File: src/shared/idc_pkg.sv
// shared constants and types for the interlock diagnostic controller
package idc_pkg;
	// ==========================================================
	// clock and time
	localparam int CLK_HZ = 25_000_000;
	localparam longint WARN_DELAY_MIN = 30;
	localparam longint WARN_DELAY_CYC = WARN_DELAY_MIN * 60 * CLK_HZ;
	localparam int BLINK_HALF_MS = 250;
	localparam int BLINK_HALF_CYC = BLINK_HALF_MS * (CLK_HZ / 1000);
	localparam int COMM_TIMEOUT_MS = 100;
	localparam int COMM_TIMEOUT_CYC = COMM_TIMEOUT_MS * (CLK_HZ / 1000);
	localparam int GW_ANSWER_CYC = 16;
	localparam int WARN_CNT_W = 36;
	// ==========================================================
	// chain
	localparam int MAX_NODES = 31;
	localparam int NODE_W = 5;
	// ==========================================================
	// request byte bits
	localparam int REQ_SOLENOID = 0;
	localparam int REQ_RESET = 7;
	// response byte bits
	localparam int RSP_OUT_EN = 0;
	localparam int RSP_ACT = 1;
	localparam int RSP_LOCKED = 2;
	localparam int RSP_INPUTS = 4;
	localparam int RSP_GUARD = 5;
	localparam int RSP_WARN = 6;
	localparam int RSP_FAIL = 7;
	// diagnostic byte bits
	localparam int DG_OUT_A = 0;
	localparam int DG_OUT_B = 1;
	localparam int DG_CROSS = 2;
	localparam int DG_TEMP = 3;
	localparam int DG_WRONG_ACT = 4;
	localparam int DG_INTERNAL = 5;
	localparam int DG_COMM = 6;
	localparam int DG_UNDERVOLT = 7;
	// ==========================================================
	// red blink codes, 7 = steady red
	localparam logic [2:0] CODE_NONE = 3'h0;
	localparam logic [2:0] CODE_OUT_A = 3'h1;
	localparam logic [2:0] CODE_OUT_B = 3'h2;
	localparam logic [2:0] CODE_CROSS = 3'h3;
	localparam logic [2:0] CODE_TEMP = 3'h4;
	localparam logic [2:0] CODE_WRONG_ACT = 3'h5;
	localparam logic [2:0] CODE_COMBINATION = 3'h6;
	localparam logic [2:0] CODE_INTERNAL = 3'h7;
	localparam logic [3:0] BLINK_GAP_SLOTS = 4'h3;
	// ==========================================================
	// gateway register map
	localparam logic [11:0] GW_REQ_BASE = 12'h000;
	localparam logic [11:0] GW_RSP_BASE = 12'h080;
	localparam logic [11:0] GW_CTRL = 12'h100;
	localparam logic [11:0] GW_STAT = 12'h104;
	localparam int CTRL_EN = 0;
	localparam int CTRL_CNT_LSB = 8;
	localparam logic [31:0] CTRL_RESET = 32'h0000_0100;
	// ==========================================================
	typedef enum logic [2:0] {
		ST_OK = 3'b001,
		ST_WARN = 3'b010,
		ST_FAIL = 3'b100
	} idc_fault_state_t;
	typedef enum logic [2:0] {
		GS_IDLE = 3'b001,
		GS_SEND = 3'b010,
		GS_WAIT = 3'b100
	} idc_gw_state_t;
endpackage : idc_pkg

File: src/shared/idc_link_if.sv
// request and response link between gateway and chained interlocks
`timescale 1ns/1ps
interface idc_link_if;
	logic req_valid;
	logic [idc_pkg::NODE_W-1:0] req_node;
	logic [7:0] req_data;
	logic rsp_valid;
	logic [idc_pkg::NODE_W-1:0] rsp_node;
	logic [7:0] rsp_data;
	logic [7:0] rsp_diag;
	modport gw (
		output req_valid, req_node, req_data,
		input rsp_valid, rsp_node, rsp_data, rsp_diag
	);
	modport dev (
		input req_valid, req_node, req_data,
		output rsp_valid, rsp_node, rsp_data, rsp_diag
	);
endinterface : idc_link_if

File: src/logic/idc_device.sv
// guard-locking interlock: fault supervision, indicators, diagnostics
//
// Summary of operation
// green lit whenever powered
// yellow blinks when actuator near range edge
// warning faults blink one to four, 30 min
// error faults shut down at once, five/six/steady
// internal failure drops both outputs immediately
// conventional: clear after cause gone, guard cycled
// restart needs lock held continuously
// warning keeps outputs, forced off after 30 min
// diag output high only closed, locked, fault-free
// chain holds at most 31 interlocks
// each member trades request and response continuously
// link loss holds present switching state
// serial: clear on cause gone and reset fall
// output failures stay latched until next release
// request bit0 solenoid, bit7 failure reset
// response byte status bit layout
// diagnostic byte fault bit layout
// all status bits active high
// closed, unlocked: yellow blinks, outputs low
// closed and locked: yellow steady, outputs high
// red groups repeat with a separating pause
//
// The APB interface to the registers and the placing of the registers were decided locally.
`timescale 1ns/1ps
module idc_device #(
	parameter logic [idc_pkg::NODE_W-1:0] NODE_ID = 5'h00,
	parameter longint WARN_CYC = idc_pkg::WARN_DELAY_CYC,
	parameter int BLINK_CYC = idc_pkg::BLINK_HALF_CYC,
	parameter int COMM_CYC = idc_pkg::COMM_TIMEOUT_CYC
) (
	input logic sys_clk_in,
	input logic reset_in,
	input logic serial_variant_in,
	input logic guard_closed_in,
	input logic actuator_detected_in,
	input logic actuator_near_edge_in,
	input logic locked_in,
	input logic safety_input_a_in,
	input logic safety_input_b_in,
	input logic solenoid_cmd_in,
	input logic out_a_fault_in,
	input logic out_b_fault_in,
	input logic cross_wire_in,
	input logic over_temp_in,
	input logic wrong_actuator_in,
	input logic bad_combination_in,
	input logic internal_fail_in,
	input logic undervoltage_in,
	idc_link_if.dev link,
	output logic led_green_out,
	output logic led_yellow_out,
	output logic led_red_out,
	output logic safety_output_a_out,
	output logic safety_output_b_out,
	output logic diag_out,
	output logic solenoid_out
);
	import idc_pkg::*;

	localparam int BLINK_W = $clog2(BLINK_CYC + 1);
	localparam int COMM_W = $clog2(COMM_CYC + 1);
	localparam logic [WARN_CNT_W-1:0] WARN_LAST =
		WARN_CNT_W'(WARN_CYC - 1);
	localparam logic [BLINK_W-1:0] BLINK_LAST = BLINK_W'(BLINK_CYC - 1);
	localparam logic [COMM_W-1:0] COMM_LAST = COMM_W'(COMM_CYC);

	// ==========================================================
	// fault classification
	logic warn_cause;
	logic err_cause;
	logic cause_gone;
	logic [2:0] code_now;
	logic [5:0] cause_bits;

	assign cause_bits = {internal_fail_in, wrong_actuator_in | bad_combination_in,
		over_temp_in, cross_wire_in | (out_a_fault_in & out_b_fault_in),
		out_b_fault_in, out_a_fault_in};
	assign warn_cause = out_a_fault_in | out_b_fault_in | cross_wire_in |
		over_temp_in;
	assign err_cause = wrong_actuator_in | bad_combination_in |
		internal_fail_in;
	assign cause_gone = ~(warn_cause | err_cause);

	// highest severity wins the blink code
	always_comb begin
		if (internal_fail_in) begin
			code_now = CODE_INTERNAL;
		end else if (bad_combination_in) begin
			code_now = CODE_COMBINATION;
		end else if (wrong_actuator_in) begin
			code_now = CODE_WRONG_ACT;
		end else if (cross_wire_in | (out_a_fault_in & out_b_fault_in)) begin
			code_now = CODE_CROSS;
		end else if (out_a_fault_in) begin
			code_now = CODE_OUT_A;
		end else if (out_b_fault_in) begin
			code_now = CODE_OUT_B;
		end else if (over_temp_in) begin
			code_now = CODE_TEMP;
		end else begin
			code_now = CODE_NONE;
		end
	end

	// ==========================================================
	// link: request capture, watchdog, response
	logic [7:0] req_q, req_d;
	logic rst_prev_q, rst_prev_d;
	logic [COMM_W-1:0] comm_cnt_q, comm_cnt_d;
	logic comm_err_q, comm_err_d;
	logic rsp_valid_q, rsp_valid_d;
	logic [7:0] rsp_data_q, rsp_data_d;
	logic [7:0] rsp_diag_q, rsp_diag_d;
	logic own_frame;
	logic rst_fall;
	logic [7:0] status_byte;
	logic [7:0] diag_byte;
	idc_fault_state_t state_q, state_d;
	logic [2:0] code_q, code_d;
	logic [5:0] fdiag_q, fdiag_d;
	logic out_en_q, out_en_d;

	assign own_frame = link.req_valid & (link.req_node == NODE_ID);
	assign rst_fall = rst_prev_q & ~req_q[REQ_RESET];

	always_comb begin
		status_byte = 8'h00;
		status_byte[RSP_OUT_EN] = out_en_q;
		status_byte[RSP_ACT] = actuator_detected_in;
		status_byte[RSP_LOCKED] = actuator_detected_in & locked_in;
		status_byte[RSP_INPUTS] = safety_input_a_in & safety_input_b_in;
		status_byte[RSP_GUARD] = guard_closed_in;
		status_byte[RSP_WARN] = (state_q == ST_WARN);
		status_byte[RSP_FAIL] = (state_q == ST_FAIL);
		diag_byte = {undervoltage_in, comm_err_q,
			(state_q == ST_FAIL) ? fdiag_q : cause_bits};
	end

	always_comb begin
		req_d = req_q;
		rst_prev_d = req_q[REQ_RESET];
		comm_cnt_d = comm_cnt_q;
		comm_err_d = comm_err_q;
		rsp_valid_d = 1'b0;
		rsp_data_d = rsp_data_q;
		rsp_diag_d = rsp_diag_q;
		if (own_frame) begin
			req_d = link.req_data;
			comm_cnt_d = '0;
			comm_err_d = 1'b0;
			rsp_valid_d = 1'b1;
			rsp_data_d = status_byte;
			rsp_diag_d = diag_byte;
		end else if (comm_cnt_q == COMM_LAST) begin
			comm_err_d = 1'b1;
		end else begin
			comm_cnt_d = comm_cnt_q + 1'b1;
		end
	end

	always_ff @(posedge sys_clk_in) begin
		if (reset_in) begin
			req_q <= 8'h00;
			rst_prev_q <= 1'b0;
			comm_cnt_q <= '0;
			comm_err_q <= 1'b0;
			rsp_valid_q <= 1'b0;
			rsp_data_q <= 8'h00;
			rsp_diag_q <= 8'h00;
		end else begin
			req_q <= req_d;
			rst_prev_q <= rst_prev_d;
			comm_cnt_q <= comm_cnt_d;
			comm_err_q <= comm_err_d;
			rsp_valid_q <= rsp_valid_d;
			rsp_data_q <= rsp_data_d;
			rsp_diag_q <= rsp_diag_d;
		end
	end

	assign link.rsp_valid = rsp_valid_q;
	assign link.rsp_node = NODE_ID;
	assign link.rsp_data = rsp_data_q;
	assign link.rsp_diag = rsp_diag_q;

	// ==========================================================
	// fault state machine
	logic [WARN_CNT_W-1:0] warn_cnt_q, warn_cnt_d;
	logic opened_q, opened_d;
	logic out_fault;
	logic clear_ok;

	assign out_fault = (code_q == CODE_OUT_A) | (code_q == CODE_OUT_B) |
		(code_q == CODE_CROSS);

	always_comb begin
		if (serial_variant_in) begin
			if (out_fault) begin
				clear_ok = cause_gone & ~guard_closed_in;
			end else begin
				clear_ok = cause_gone & (rst_fall | ~guard_closed_in);
			end
		end else begin
			clear_ok = cause_gone & opened_q & guard_closed_in;
		end
	end

	always_comb begin
		state_d = state_q;
		code_d = code_q;
		fdiag_d = fdiag_q;
		warn_cnt_d = warn_cnt_q;
		opened_d = opened_q;
		case (state_q)
			ST_OK: begin
				warn_cnt_d = '0;
				if (err_cause) begin
					state_d = ST_FAIL;
					code_d = code_now;
					fdiag_d = cause_bits;
					opened_d = 1'b0;
				end else if (warn_cause) begin
					state_d = ST_WARN;
				end
			end
			ST_WARN: begin
				if (err_cause || warn_cnt_q == WARN_LAST) begin
					state_d = ST_FAIL;
					code_d = code_now;
					fdiag_d = cause_bits;
					opened_d = 1'b0;
				end else if (!warn_cause) begin
					state_d = ST_OK;
				end else begin
					warn_cnt_d = warn_cnt_q + 1'b1;
				end
			end
			ST_FAIL: begin
				warn_cnt_d = '0;
				if (!guard_closed_in) begin
					opened_d = 1'b1;
				end
				if (clear_ok) begin
					state_d = ST_OK;
					code_d = CODE_NONE;
					fdiag_d = 6'h00;
				end
			end
			default: begin
				state_d = ST_FAIL;
			end
		endcase
	end

	always_ff @(posedge sys_clk_in) begin
		if (reset_in) begin
			state_q <= ST_OK;
			code_q <= CODE_NONE;
			fdiag_q <= 6'h00;
			warn_cnt_q <= '0;
			opened_q <= 1'b0;
		end else begin
			state_q <= state_d;
			code_q <= code_d;
			fdiag_q <= fdiag_d;
			warn_cnt_q <= warn_cnt_d;
			opened_q <= opened_d;
		end
	end

	// ==========================================================
	// blink timebase: slots of two half periods, then a pause
	logic [BLINK_W-1:0] half_cnt_q, half_cnt_d;
	logic half_q, half_d;
	logic [3:0] slot_q, slot_d;
	logic [2:0] shown_code;

	assign shown_code = (state_q == ST_FAIL) ? code_q :
		((state_q == ST_WARN) ? code_now : CODE_NONE);

	always_comb begin
		half_cnt_d = half_cnt_q + 1'b1;
		half_d = half_q;
		slot_d = slot_q;
		if (half_cnt_q == BLINK_LAST) begin
			half_cnt_d = '0;
			half_d = ~half_q;
			if (half_q) begin
				if (slot_q >= {1'b0, shown_code} + BLINK_GAP_SLOTS - 4'h1) begin
					slot_d = 4'h0;
				end else begin
					slot_d = slot_q + 4'h1;
				end
			end
		end
	end

	always_ff @(posedge sys_clk_in) begin
		if (reset_in) begin
			half_cnt_q <= '0;
			half_q <= 1'b0;
			slot_q <= 4'h0;
		end else begin
			half_cnt_q <= half_cnt_d;
			half_q <= half_d;
			slot_q <= slot_d;
		end
	end

	// ==========================================================
	// outputs
	logic yellow_d, red_d, diag_d, sol_d;

	always_comb begin
		out_en_d = guard_closed_in & actuator_detected_in & locked_in &
			safety_input_a_in & safety_input_b_in &
			(state_q != ST_FAIL) & ~err_cause;
		if (state_q == ST_FAIL) begin
			yellow_d = 1'b0;
		end else if (actuator_near_edge_in ||
			(actuator_detected_in && !locked_in)) begin
			yellow_d = ~half_q;
		end else begin
			yellow_d = actuator_detected_in & locked_in;
		end
		if (shown_code == CODE_INTERNAL) begin
			red_d = 1'b1;
		end else begin
			red_d = (slot_q < {1'b0, shown_code}) & ~half_q;
		end
		diag_d = guard_closed_in & locked_in & (state_q == ST_OK);
		sol_d = serial_variant_in ? req_q[REQ_SOLENOID] : solenoid_cmd_in;
	end

	always_ff @(posedge sys_clk_in) begin
		if (reset_in) begin
			led_green_out <= 1'b1;
			led_yellow_out <= 1'b0;
			led_red_out <= 1'b0;
			out_en_q <= 1'b0;
			diag_out <= 1'b0;
			solenoid_out <= 1'b0;
		end else begin
			led_green_out <= 1'b1;
			led_yellow_out <= yellow_d;
			led_red_out <= red_d;
			out_en_q <= out_en_d;
			diag_out <= diag_d;
			solenoid_out <= sol_d;
		end
	end

	assign safety_output_a_out = out_en_q;
	assign safety_output_b_out = out_en_q;
endmodule : idc_device

File: src/flat_wrapper.sv
// flat-port wrapper written by rule: the top's interface ports become plain ports
module idc_device_flat import idc_pkg::*;
#(
	parameter logic [idc_pkg::NODE_W-1:0] NODE_ID = 5'h00,
	parameter longint WARN_CYC = idc_pkg::WARN_DELAY_CYC,
	parameter int BLINK_CYC = idc_pkg::BLINK_HALF_CYC,
	parameter int COMM_CYC = idc_pkg::COMM_TIMEOUT_CYC
)
  (sys_clk_in, reset_in, serial_variant_in, guard_closed_in, actuator_detected_in, actuator_near_edge_in, locked_in, safety_input_a_in, safety_input_b_in, solenoid_cmd_in, out_a_fault_in, out_b_fault_in, cross_wire_in, over_temp_in, wrong_actuator_in, bad_combination_in, internal_fail_in, undervoltage_in, led_green_out, led_yellow_out, led_red_out, safety_output_a_out, safety_output_b_out, diag_out, solenoid_out, link_req_valid, link_req_node, link_req_data, link_rsp_valid, link_rsp_node, link_rsp_data, link_rsp_diag);
  idc_link_if link_i ();
  input logic sys_clk_in;
  input logic reset_in;
  input logic serial_variant_in;
  input logic guard_closed_in;
  input logic actuator_detected_in;
  input logic actuator_near_edge_in;
  input logic locked_in;
  input logic safety_input_a_in;
  input logic safety_input_b_in;
  input logic solenoid_cmd_in;
  input logic out_a_fault_in;
  input logic out_b_fault_in;
  input logic cross_wire_in;
  input logic over_temp_in;
  input logic wrong_actuator_in;
  input logic bad_combination_in;
  input logic internal_fail_in;
  input logic undervoltage_in;
  output logic led_green_out;
  output logic led_yellow_out;
  output logic led_red_out;
  output logic safety_output_a_out;
  output logic safety_output_b_out;
  output logic diag_out;
  output logic solenoid_out;
  input wire logic [$bits(link_i.req_valid)-1:0] link_req_valid;
  input wire logic [$bits(link_i.req_node)-1:0] link_req_node;
  input wire logic [$bits(link_i.req_data)-1:0] link_req_data;
  output wire logic [$bits(link_i.rsp_valid)-1:0] link_rsp_valid;
  output wire logic [$bits(link_i.rsp_node)-1:0] link_rsp_node;
  output wire logic [$bits(link_i.rsp_data)-1:0] link_rsp_data;
  output wire logic [$bits(link_i.rsp_diag)-1:0] link_rsp_diag;
  assign link_i.req_valid = link_req_valid;
  assign link_i.req_node = link_req_node;
  assign link_i.req_data = link_req_data;
  assign link_rsp_valid = link_i.rsp_valid;
  assign link_rsp_node = link_i.rsp_node;
  assign link_rsp_data = link_i.rsp_data;
  assign link_rsp_diag = link_i.rsp_diag;
  idc_device #(.NODE_ID(NODE_ID), .WARN_CYC(WARN_CYC), .BLINK_CYC(BLINK_CYC), .COMM_CYC(COMM_CYC)) u_core (.sys_clk_in(sys_clk_in), .reset_in(reset_in), .serial_variant_in(serial_variant_in), .guard_closed_in(guard_closed_in), .actuator_detected_in(actuator_detected_in), .actuator_near_edge_in(actuator_near_edge_in), .locked_in(locked_in), .safety_input_a_in(safety_input_a_in), .safety_input_b_in(safety_input_b_in), .solenoid_cmd_in(solenoid_cmd_in), .out_a_fault_in(out_a_fault_in), .out_b_fault_in(out_b_fault_in), .cross_wire_in(cross_wire_in), .over_temp_in(over_temp_in), .wrong_actuator_in(wrong_actuator_in), .bad_combination_in(bad_combination_in), .internal_fail_in(internal_fail_in), .undervoltage_in(undervoltage_in), .link(link_i), .led_green_out(led_green_out), .led_yellow_out(led_yellow_out), .led_red_out(led_red_out), .safety_output_a_out(safety_output_a_out), .safety_output_b_out(safety_output_b_out), .diag_out(diag_out), .solenoid_out(solenoid_out));
endmodule
File: config.mk
export PLATFORM = sky130hd
export DESIGN_NAME = idc_device_flat
export DESIGN_NICKNAME = d
export VERILOG_FILES = /design/src/shared/idc_pkg.sv /design/src/shared/idc_link_if.sv /design/src/logic/idc_device.sv /design/src/flat_wrapper.sv
export SDC_FILE = /design/constraint.sdc
export NUM_CORES = 1
export LEC_CHECK = 0
export BUFFER_PORTS_ARGS = -buffer_cell sky130_fd_sc_hd__buf_4
export CELL_PAD_IN_SITES_DETAIL_PLACEMENT = 1
export CELL_PAD_IN_SITES_GLOBAL_PLACEMENT = 1
export CORE_ASPECT_RATIO = 0.9
export CORE_MARGIN = 2
export CORE_UTILIZATION = 45
export CTS_BUF_LIST = sky130_fd_sc_hd__clkbuf_8
export CTS_CLUSTER_DIAMETER = 40
export DETAILED_ROUTE_END_ITERATION = 6
export PLACE_DENSITY = 0.8
export SLEW_MARGIN = 30
export SYNTH_ARGS = -nofsm -noshare
export SYNTH_HDL_FRONTEND = slang
export SYNTH_SLANG_ARGS = --single-unit
File: constraint.sdc
create_clock -name sys_clk_in -period 2.6 [get_ports sys_clk_in]
set_input_delay 0.13 -clock sys_clk_in [delete_from_list [all_inputs] [get_ports sys_clk_in]]
set_output_delay 0.13 -clock sys_clk_in [all_outputs]
set_load 0.01 [all_outputs]
## Yosys cells after proc, flatten, opt, wreduce, memory -nomap -nowiden

Index checks and enable logic that the tools add are counted.

| word-level totals | value |
|---|---|
| input port bits | 32 |
| register bits | 130 |
| word-level logic and storage cells | 134 |
| output and inout bits | 29 |

| cells by class | value |
|---|---|
| bitwise logic cells | 33 |
| mux-type cells | 38 |
| equality and inequality tests | 19 |
| reduce and logical (&&, ||, !) cells | 16 |
| add/subtract/negate cells | 6 |
| magnitude comparators | 2 |

Operator list:

| cell | count |
|---|---|
| 36-bit two-way mux | 2 |
| 36-bit case mux with 2 select lines | 1 |
| 3-bit two-way mux | 17 |
| 36-bit by 1-bit adder with 36-bit output, second input constant | 1 |
| 36-bit equality test, second input constant | 1 |
| 6-bit two-way mux | 4 |
| 23-bit by 1-bit adder with 23-bit output, second input constant | 1 |
| 23-bit equality test, second input constant | 1 |
| 22-bit by 1-bit adder with 22-bit output, second input constant | 1 |
| 22-bit equality test, second input constant | 1 |
| 1-bit bitwise AND | 18 |
| 3-bit case mux with 3 select lines | 2 |
| 6-bit case mux with 3 select lines | 1 |
| 1-bit OR | 10 |
| 3-bit by 2-bit equality test with 1-bit output, second input constant | 3 |
| 1-bit two-way mux | 9 |
| 2-bit != test, second input constant | 4 |
| 4-bit AND reduction | 2 |
| 2-bit OR reduction | 4 |
| 3-bit by 1-bit equality test with 1-bit output, second input constant | 2 |
| 3-bit equality test, second input constant | 2 |
| 3-bit != test, second input constant | 2 |
| 3-bit AND reduction | 2 |
| 5-bit zero test | 1 |
| other kinds (16) | 22 |

## Depth between registers and ports, before layout

| logic depth | value |
|---|---|
| depth after elaboration | 13 |
| depth in mapped cells | 11 |
| gate-level depth less buffers | 11 |

## Worst setup path after synthesis

OpenSTA, ideal clock, no wires.

| timing | value |
|---|---|
| path type | register -> register |
| start point | register u_core.state_q[2] |
| end point | register u_core.slot_q[2] |
| period minus slack after synthesis | 2380 ps |
| library setup time | 87 ps |
| cell stages (with the launch flop) | 11 |
| required time | 2513 ps |
| arrival | 2293 ps |
| setup slack | 220 ps |
| path buffers | 0 |
| cells stage by stage | dfxtp_1 nor2b_1 nand2_1 a21oi_1 ha_1 nand2b_1 a21o_1 a21o_1 a211oi_1 nand2_1 o31ai_1 |

| between the ends | value |
|---|---|
| longest elaborated chain between the ends | 7 |
| elaborated cells on any way between the ends | 8 |
| those cells by class | add/sub (2); order compare (1); eq/ne (2); mux (3) |

Ends and longest elaborated chain:

| item | RTL line | RTL |
|---|---|---|
| start: declaration | idc_device.sv:121 | `idc_fault_state_t state_q, state_d;` |
| start signal: assignment | idc_device.sv:266 | `state_q <= state_d;` |
| 3-bit by 2-bit equality test with 1-bit output | idc_device.sv:282 | `((state_q == ST_WARN) ? code_now : CODE_NONE);` |
| 3-bit two-way mux | idc_device.sv:282 |  |
| 3-bit two-way mux (*) | idc_device.sv:281 | `assign shown_code = (state_q == ST_FAIL) ? code_q :` |
| 3-bit by 2-bit adder with 4-bit output (*) | idc_device.sv:292 | `if (slot_q >= {1'b0, shown_code} + BLINK_GAP_SLOTS - 4'h1) begin` |
| 4-bit by 1-bit subtractor with 4-bit output (*) | idc_device.sv:292 |  |
| 4-bit >= comparator (*) | idc_device.sv:292 |  |
| 4-bit two-way mux (*) | idc_device.sv:292 |  |
| end signal: assignment | idc_device.sv:309 | `slot_q <= slot_d;` |
| end: declaration | idc_device.sv:278 | `logic [3:0] slot_q, slot_d;` |

Every way passes the cells marked *; elsewhere a longest branch is shown, timed or not.
A chain may end at the register's enable or synchronous reset.

## Final worst setup path

| timing | value |
|---|---|
| start point | input port out_b_fault_in |
| end point | register u_core.slot_q[2] |

| between the ends | value |
|---|---|
| longest elaborated chain between the ends | 12 |
| elaborated cells on any way between the ends | 14 |
| those cells by class | add/sub (2); order compare (1); mux (9); bitwise (2) |

Ends and longest elaborated chain:

| item | RTL line | RTL |
|---|---|---|
| start: declaration | flat_wrapper.sv:22 | `input logic out_b_fault_in;` |
| 3-bit two-way mux or 1-bit bitwise AND (tied branches) | idc_device.sv:99, idc_device.sv:95 |  |
| 3-bit two-way mux or 1-bit OR (tied branches) | idc_device.sv:97, idc_device.sv:95 |  |
| 3-bit two-way mux (*) | idc_device.sv:95 | `end else if (cross_wire_in \| (out_a_fault_in & out_b_fault_in)) begin` |
| 3-bit two-way mux (*) | idc_device.sv:93 | `end else if (wrong_actuator_in) begin` |
| 3-bit two-way mux (*) | idc_device.sv:91 | `end else if (bad_combination_in) begin` |
| 3-bit two-way mux (*) | idc_device.sv:89 | `if (internal_fail_in) begin` |
| 3-bit two-way mux (*) | idc_device.sv:282 |  |
| 3-bit two-way mux (*) | idc_device.sv:281 |  |
| 3-bit by 2-bit adder with 4-bit output (*) | idc_device.sv:292 |  |
| 4-bit by 1-bit subtractor with 4-bit output (*) | idc_device.sv:292 |  |
| 4-bit >= comparator (*) | idc_device.sv:292 |  |
| 4-bit two-way mux (*) | idc_device.sv:292 |  |

Marks and branches as above.

==> impl_metrics.tcl <==
set metrics [dict create \
    status "complete, but fails checks" \
    violations "negative setup slack" \
    ys.flop_type "dfxtp_1" \
    final-hold-violation-count 0 \
    ctsLongestPathBuffers 2 \
    routabilityCongestion 0.8426 \
    synth_common_cells "124 x dfxtp_1, 108 x nor2_1, 69 x nand2_1" \
    ys_ff_latch 124 \
    p_seq_frac 0.501 \
    first_global_vias 5197 \
    drive_above_1_share 0.1376 \
    fin_nets 795 \
    period_share 1.024 \
    cp_slowest_cell "dlygate4sd3_1" \
    via_count 5090 \
    cpMostUsedCell "ha_1" \
    instances_no_fill 927 \
    dp_hpwl_um 10230 \
    coreArea_um2 12590 \
    yosysUniqueCellTypes 61 \
    preCtsSetupSlack_ps -67.72 \
    p_per_area_nw_per_um2 570.8 \
    post_dp_cell_area_um2 6245 \
    cp_max_fo 6 \
    cp-start-kind "input port" \
    syn_inst 681 \
    cts_max_level 4 \
    antennaDiodeCount 0 \
    relSlewSlack 0.4716 \
    vdd_drop_max_v 0.0003368 \
    ios 61 \
    grt_max_degree 37 \
    endpoint_kind "flip-flop" \
    drt_iter0_drc 220 \
    setup_viol 1 \
    cts_setup_buffers 0 \
    drv_slew 0 \
    cts_tree "yes" \
    synthArstFlopShare 0 \
    finalWorstSetupSlack_ps -62.50 \
    wirelength_um 15040 \
    drc 0 \
    dp_cells 877 \
    tns_ps -62.50 \
    antenna_found_initial 0 \
    synth_most_common_cell "dfxtp_1" \
    cp.arrival_ps 3010 \
    grt_overflow_total 0 \
    synth-edff-count 0 \
    path_clk_slew_ps 70 \
    synth_area_leaders "dfxtp_1 43%, xor2_1 7.3%, nor2_1 7.1%" \
    max_cap_violations 0 \
    power.switching_mw 0.9276 \
    clk_latency_ps 430 \
    cts_sinks 124 \
    numCtsBuffers 17 \
    worst_pin_slew_ps 790.6 \
    postLayoutCoreUtil 0.5442 \
    fmax_mhz 375.6 \
    root_buffer "clkbuf_8" \
    die_width_um 123.1 \
    max_stage_delay_ps 550 \
    worstPathRequired_ps 2950 \
    vias_per_cell 5.491 \
    syn2layout_area_growth_pct 19.28 \
    min_path_type "input port to flip-flop" \
    grt_pass1_wl_um 24660 \
    p_leak_nw 2.634 \
    seq_area_frac_synth 0.4321 \
    port_buffers 47 \
    syn_area_per_cell_um2 8.435 \
    netlist_area_um2 5744 \
    grtUsageTotal 0.2242 \
    fin_crit_ps 2662 \
    fin_skew_ps 7.365 \
    ys_warn_count 0 \
    cp_top_family "compound AO/OA/AOI/OAI gates" \
    wire_per_inst_um 16.22 \
    fp.dieArea_um2 13690 \
    internal-power_mw 2.983 \
    drt_first_pass_iters 5 \
    cp_cell_sequence "dlygate4sd3_1 -> buf_4 -> nor3_1 -> a21oi_1 -> nand2b_1 -> a21oi_2 -> ha_1 -> inv_1 -> ha_1 -> a21o_1 -> a2111oi_1 -> o21ai_0 -> o31ai_1" \
    yosysTopAreaCell "dfxtp_1" \
    design_area_um2 6852 \
    die_h_um 111.2 \
    sw_frac_of_total 0.2372 \
    power_frac_comb 0.071 \
    crit_type "input port to flip-flop" \
    pwr-share-clk 0.428 \
    rows 39 \
    ant_nets 0 \
    crit_buf_inv 3 \
    synth_top_area_share 0.4321 \
    initial_core_util 0.4563 \
]
-- path summary, 6_finish.rpt --
check | startpoint | to | slack [ps] | cells past startpoint
min | safety_input_b_in | u_core.link.rsp_data[4] | 30 | 3
max reg2reg | u_core.state_q[1] | u_core.slot_q[2] | -20 | 10
max | out_b_fault_in | u_core.slot_q[2] | -60 | 13
min reg2reg | u_core.link.rsp_diag[6] | u_core.link.rsp_diag[6] | 460 | 2
-- stage by stage --
stage	hold WS, ps	power (mW)
after floorplan	248.3	2.149
after global placement	366.4	2.237
after detailed placement	384.0	2.248
after CTS	3.741	3.942
after global routing	7.360	4.069
final	28.45	3.911
-- registers in the layout (all words and copies together) (netlist names), 2 cells and up --
signal / count
u_core.half_cnt_q: 23
u_core.slot_q: 4
u_core.warn_cnt_q: 36
u_core.fdiag_q: 6
u_core.code_q: 3
u_core.req_q: 2
u_core.comm_cnt_q: 22
u_core.link.rsp_data: 7
u_core.link.rsp_diag: 8
u_core.state_q: 3
-- worst register-to-register path, stage by stage (launching register included) --
cell	delay, ps
dfxtp_1	410
nor2b_4	220
o21ai_1	110
a21oi_1	210
ha_1	270
nand2b_1	140
a21o_1	190
a21o_1	200
a2111oi_1	490
o21ai_0	210
o31ai_1	100
-- repair_timing --
action                                  CTS  global route
resized for setup                         4             6
hold buffers                             19             0
endpoints found under the setup margin    4             4
hold endpoints to repair                 18             0
-- cell usage in the layout (no fill, tap or decap), drive strengths merged, types with 5 or more instances in the layout --
master       instances
a211oi               5
a21oi               30
and2                 7
and3                24
and4                 6
buf                 59
clkbuf              21
conb                 7
dfxtp              124
dlygate4sd3         19
ha                  12
inv                 19
nand2               69
nand2b               5
nand3               42
nand4               20
nor2               109
nor2b                5
nor3                17
nor4                10
o21ai               18
or3                 10
xnor2               22
xor2                48
-- power groups by stage --
stage,registers (mW),clock network (mW),logic [mW]
after floorplan,1.99,0,0.155
after detailed placement,2.00,0,0.248
after global routing,1.96,1.80,0.307
after global placement,2.00,0,0.239
final,1.96,1.67,0.278
after CTS,1.96,1.71,0.275
-- cells by family (layout without fill, tap and decap cells) --
logic type	after synthesis	count (layout)	synth area share
AOI/OAI and AO/OA	81	81	0.09366
xor gates and xnor gates	70	70	0.1067
adders and majority gates	12	12	0.02614
buffers and inverters	48	125	0.04008
DFF	124	124	0.4321
muxes	3	3	0.005228
other	2	7	0.001307
and+or+nand+nor	341	341	0.2947
-- final cells by class --
class                      count  area, um2
inverter                      16      60.06
fill                        1511       5738
sequential                   124       2484
clock buffer                  21      289.0
timing repair buffer          78      633.1
tap                          164      205.2
multi-input combinational    514       3082
clock inverter                10      98.84
-- layer usage --
metal  global-route usage  vias to the layer above  routed length [um]
li1                     -                     2484                   -
met1               0.2790                     2507                6901
met5                    0                        -                   0
met4              0.05909                        0                 150
met3              0.05761                       12                 592
met2               0.3823                       87                7394
Note: power is estimated with default switching activity, not from simulation.
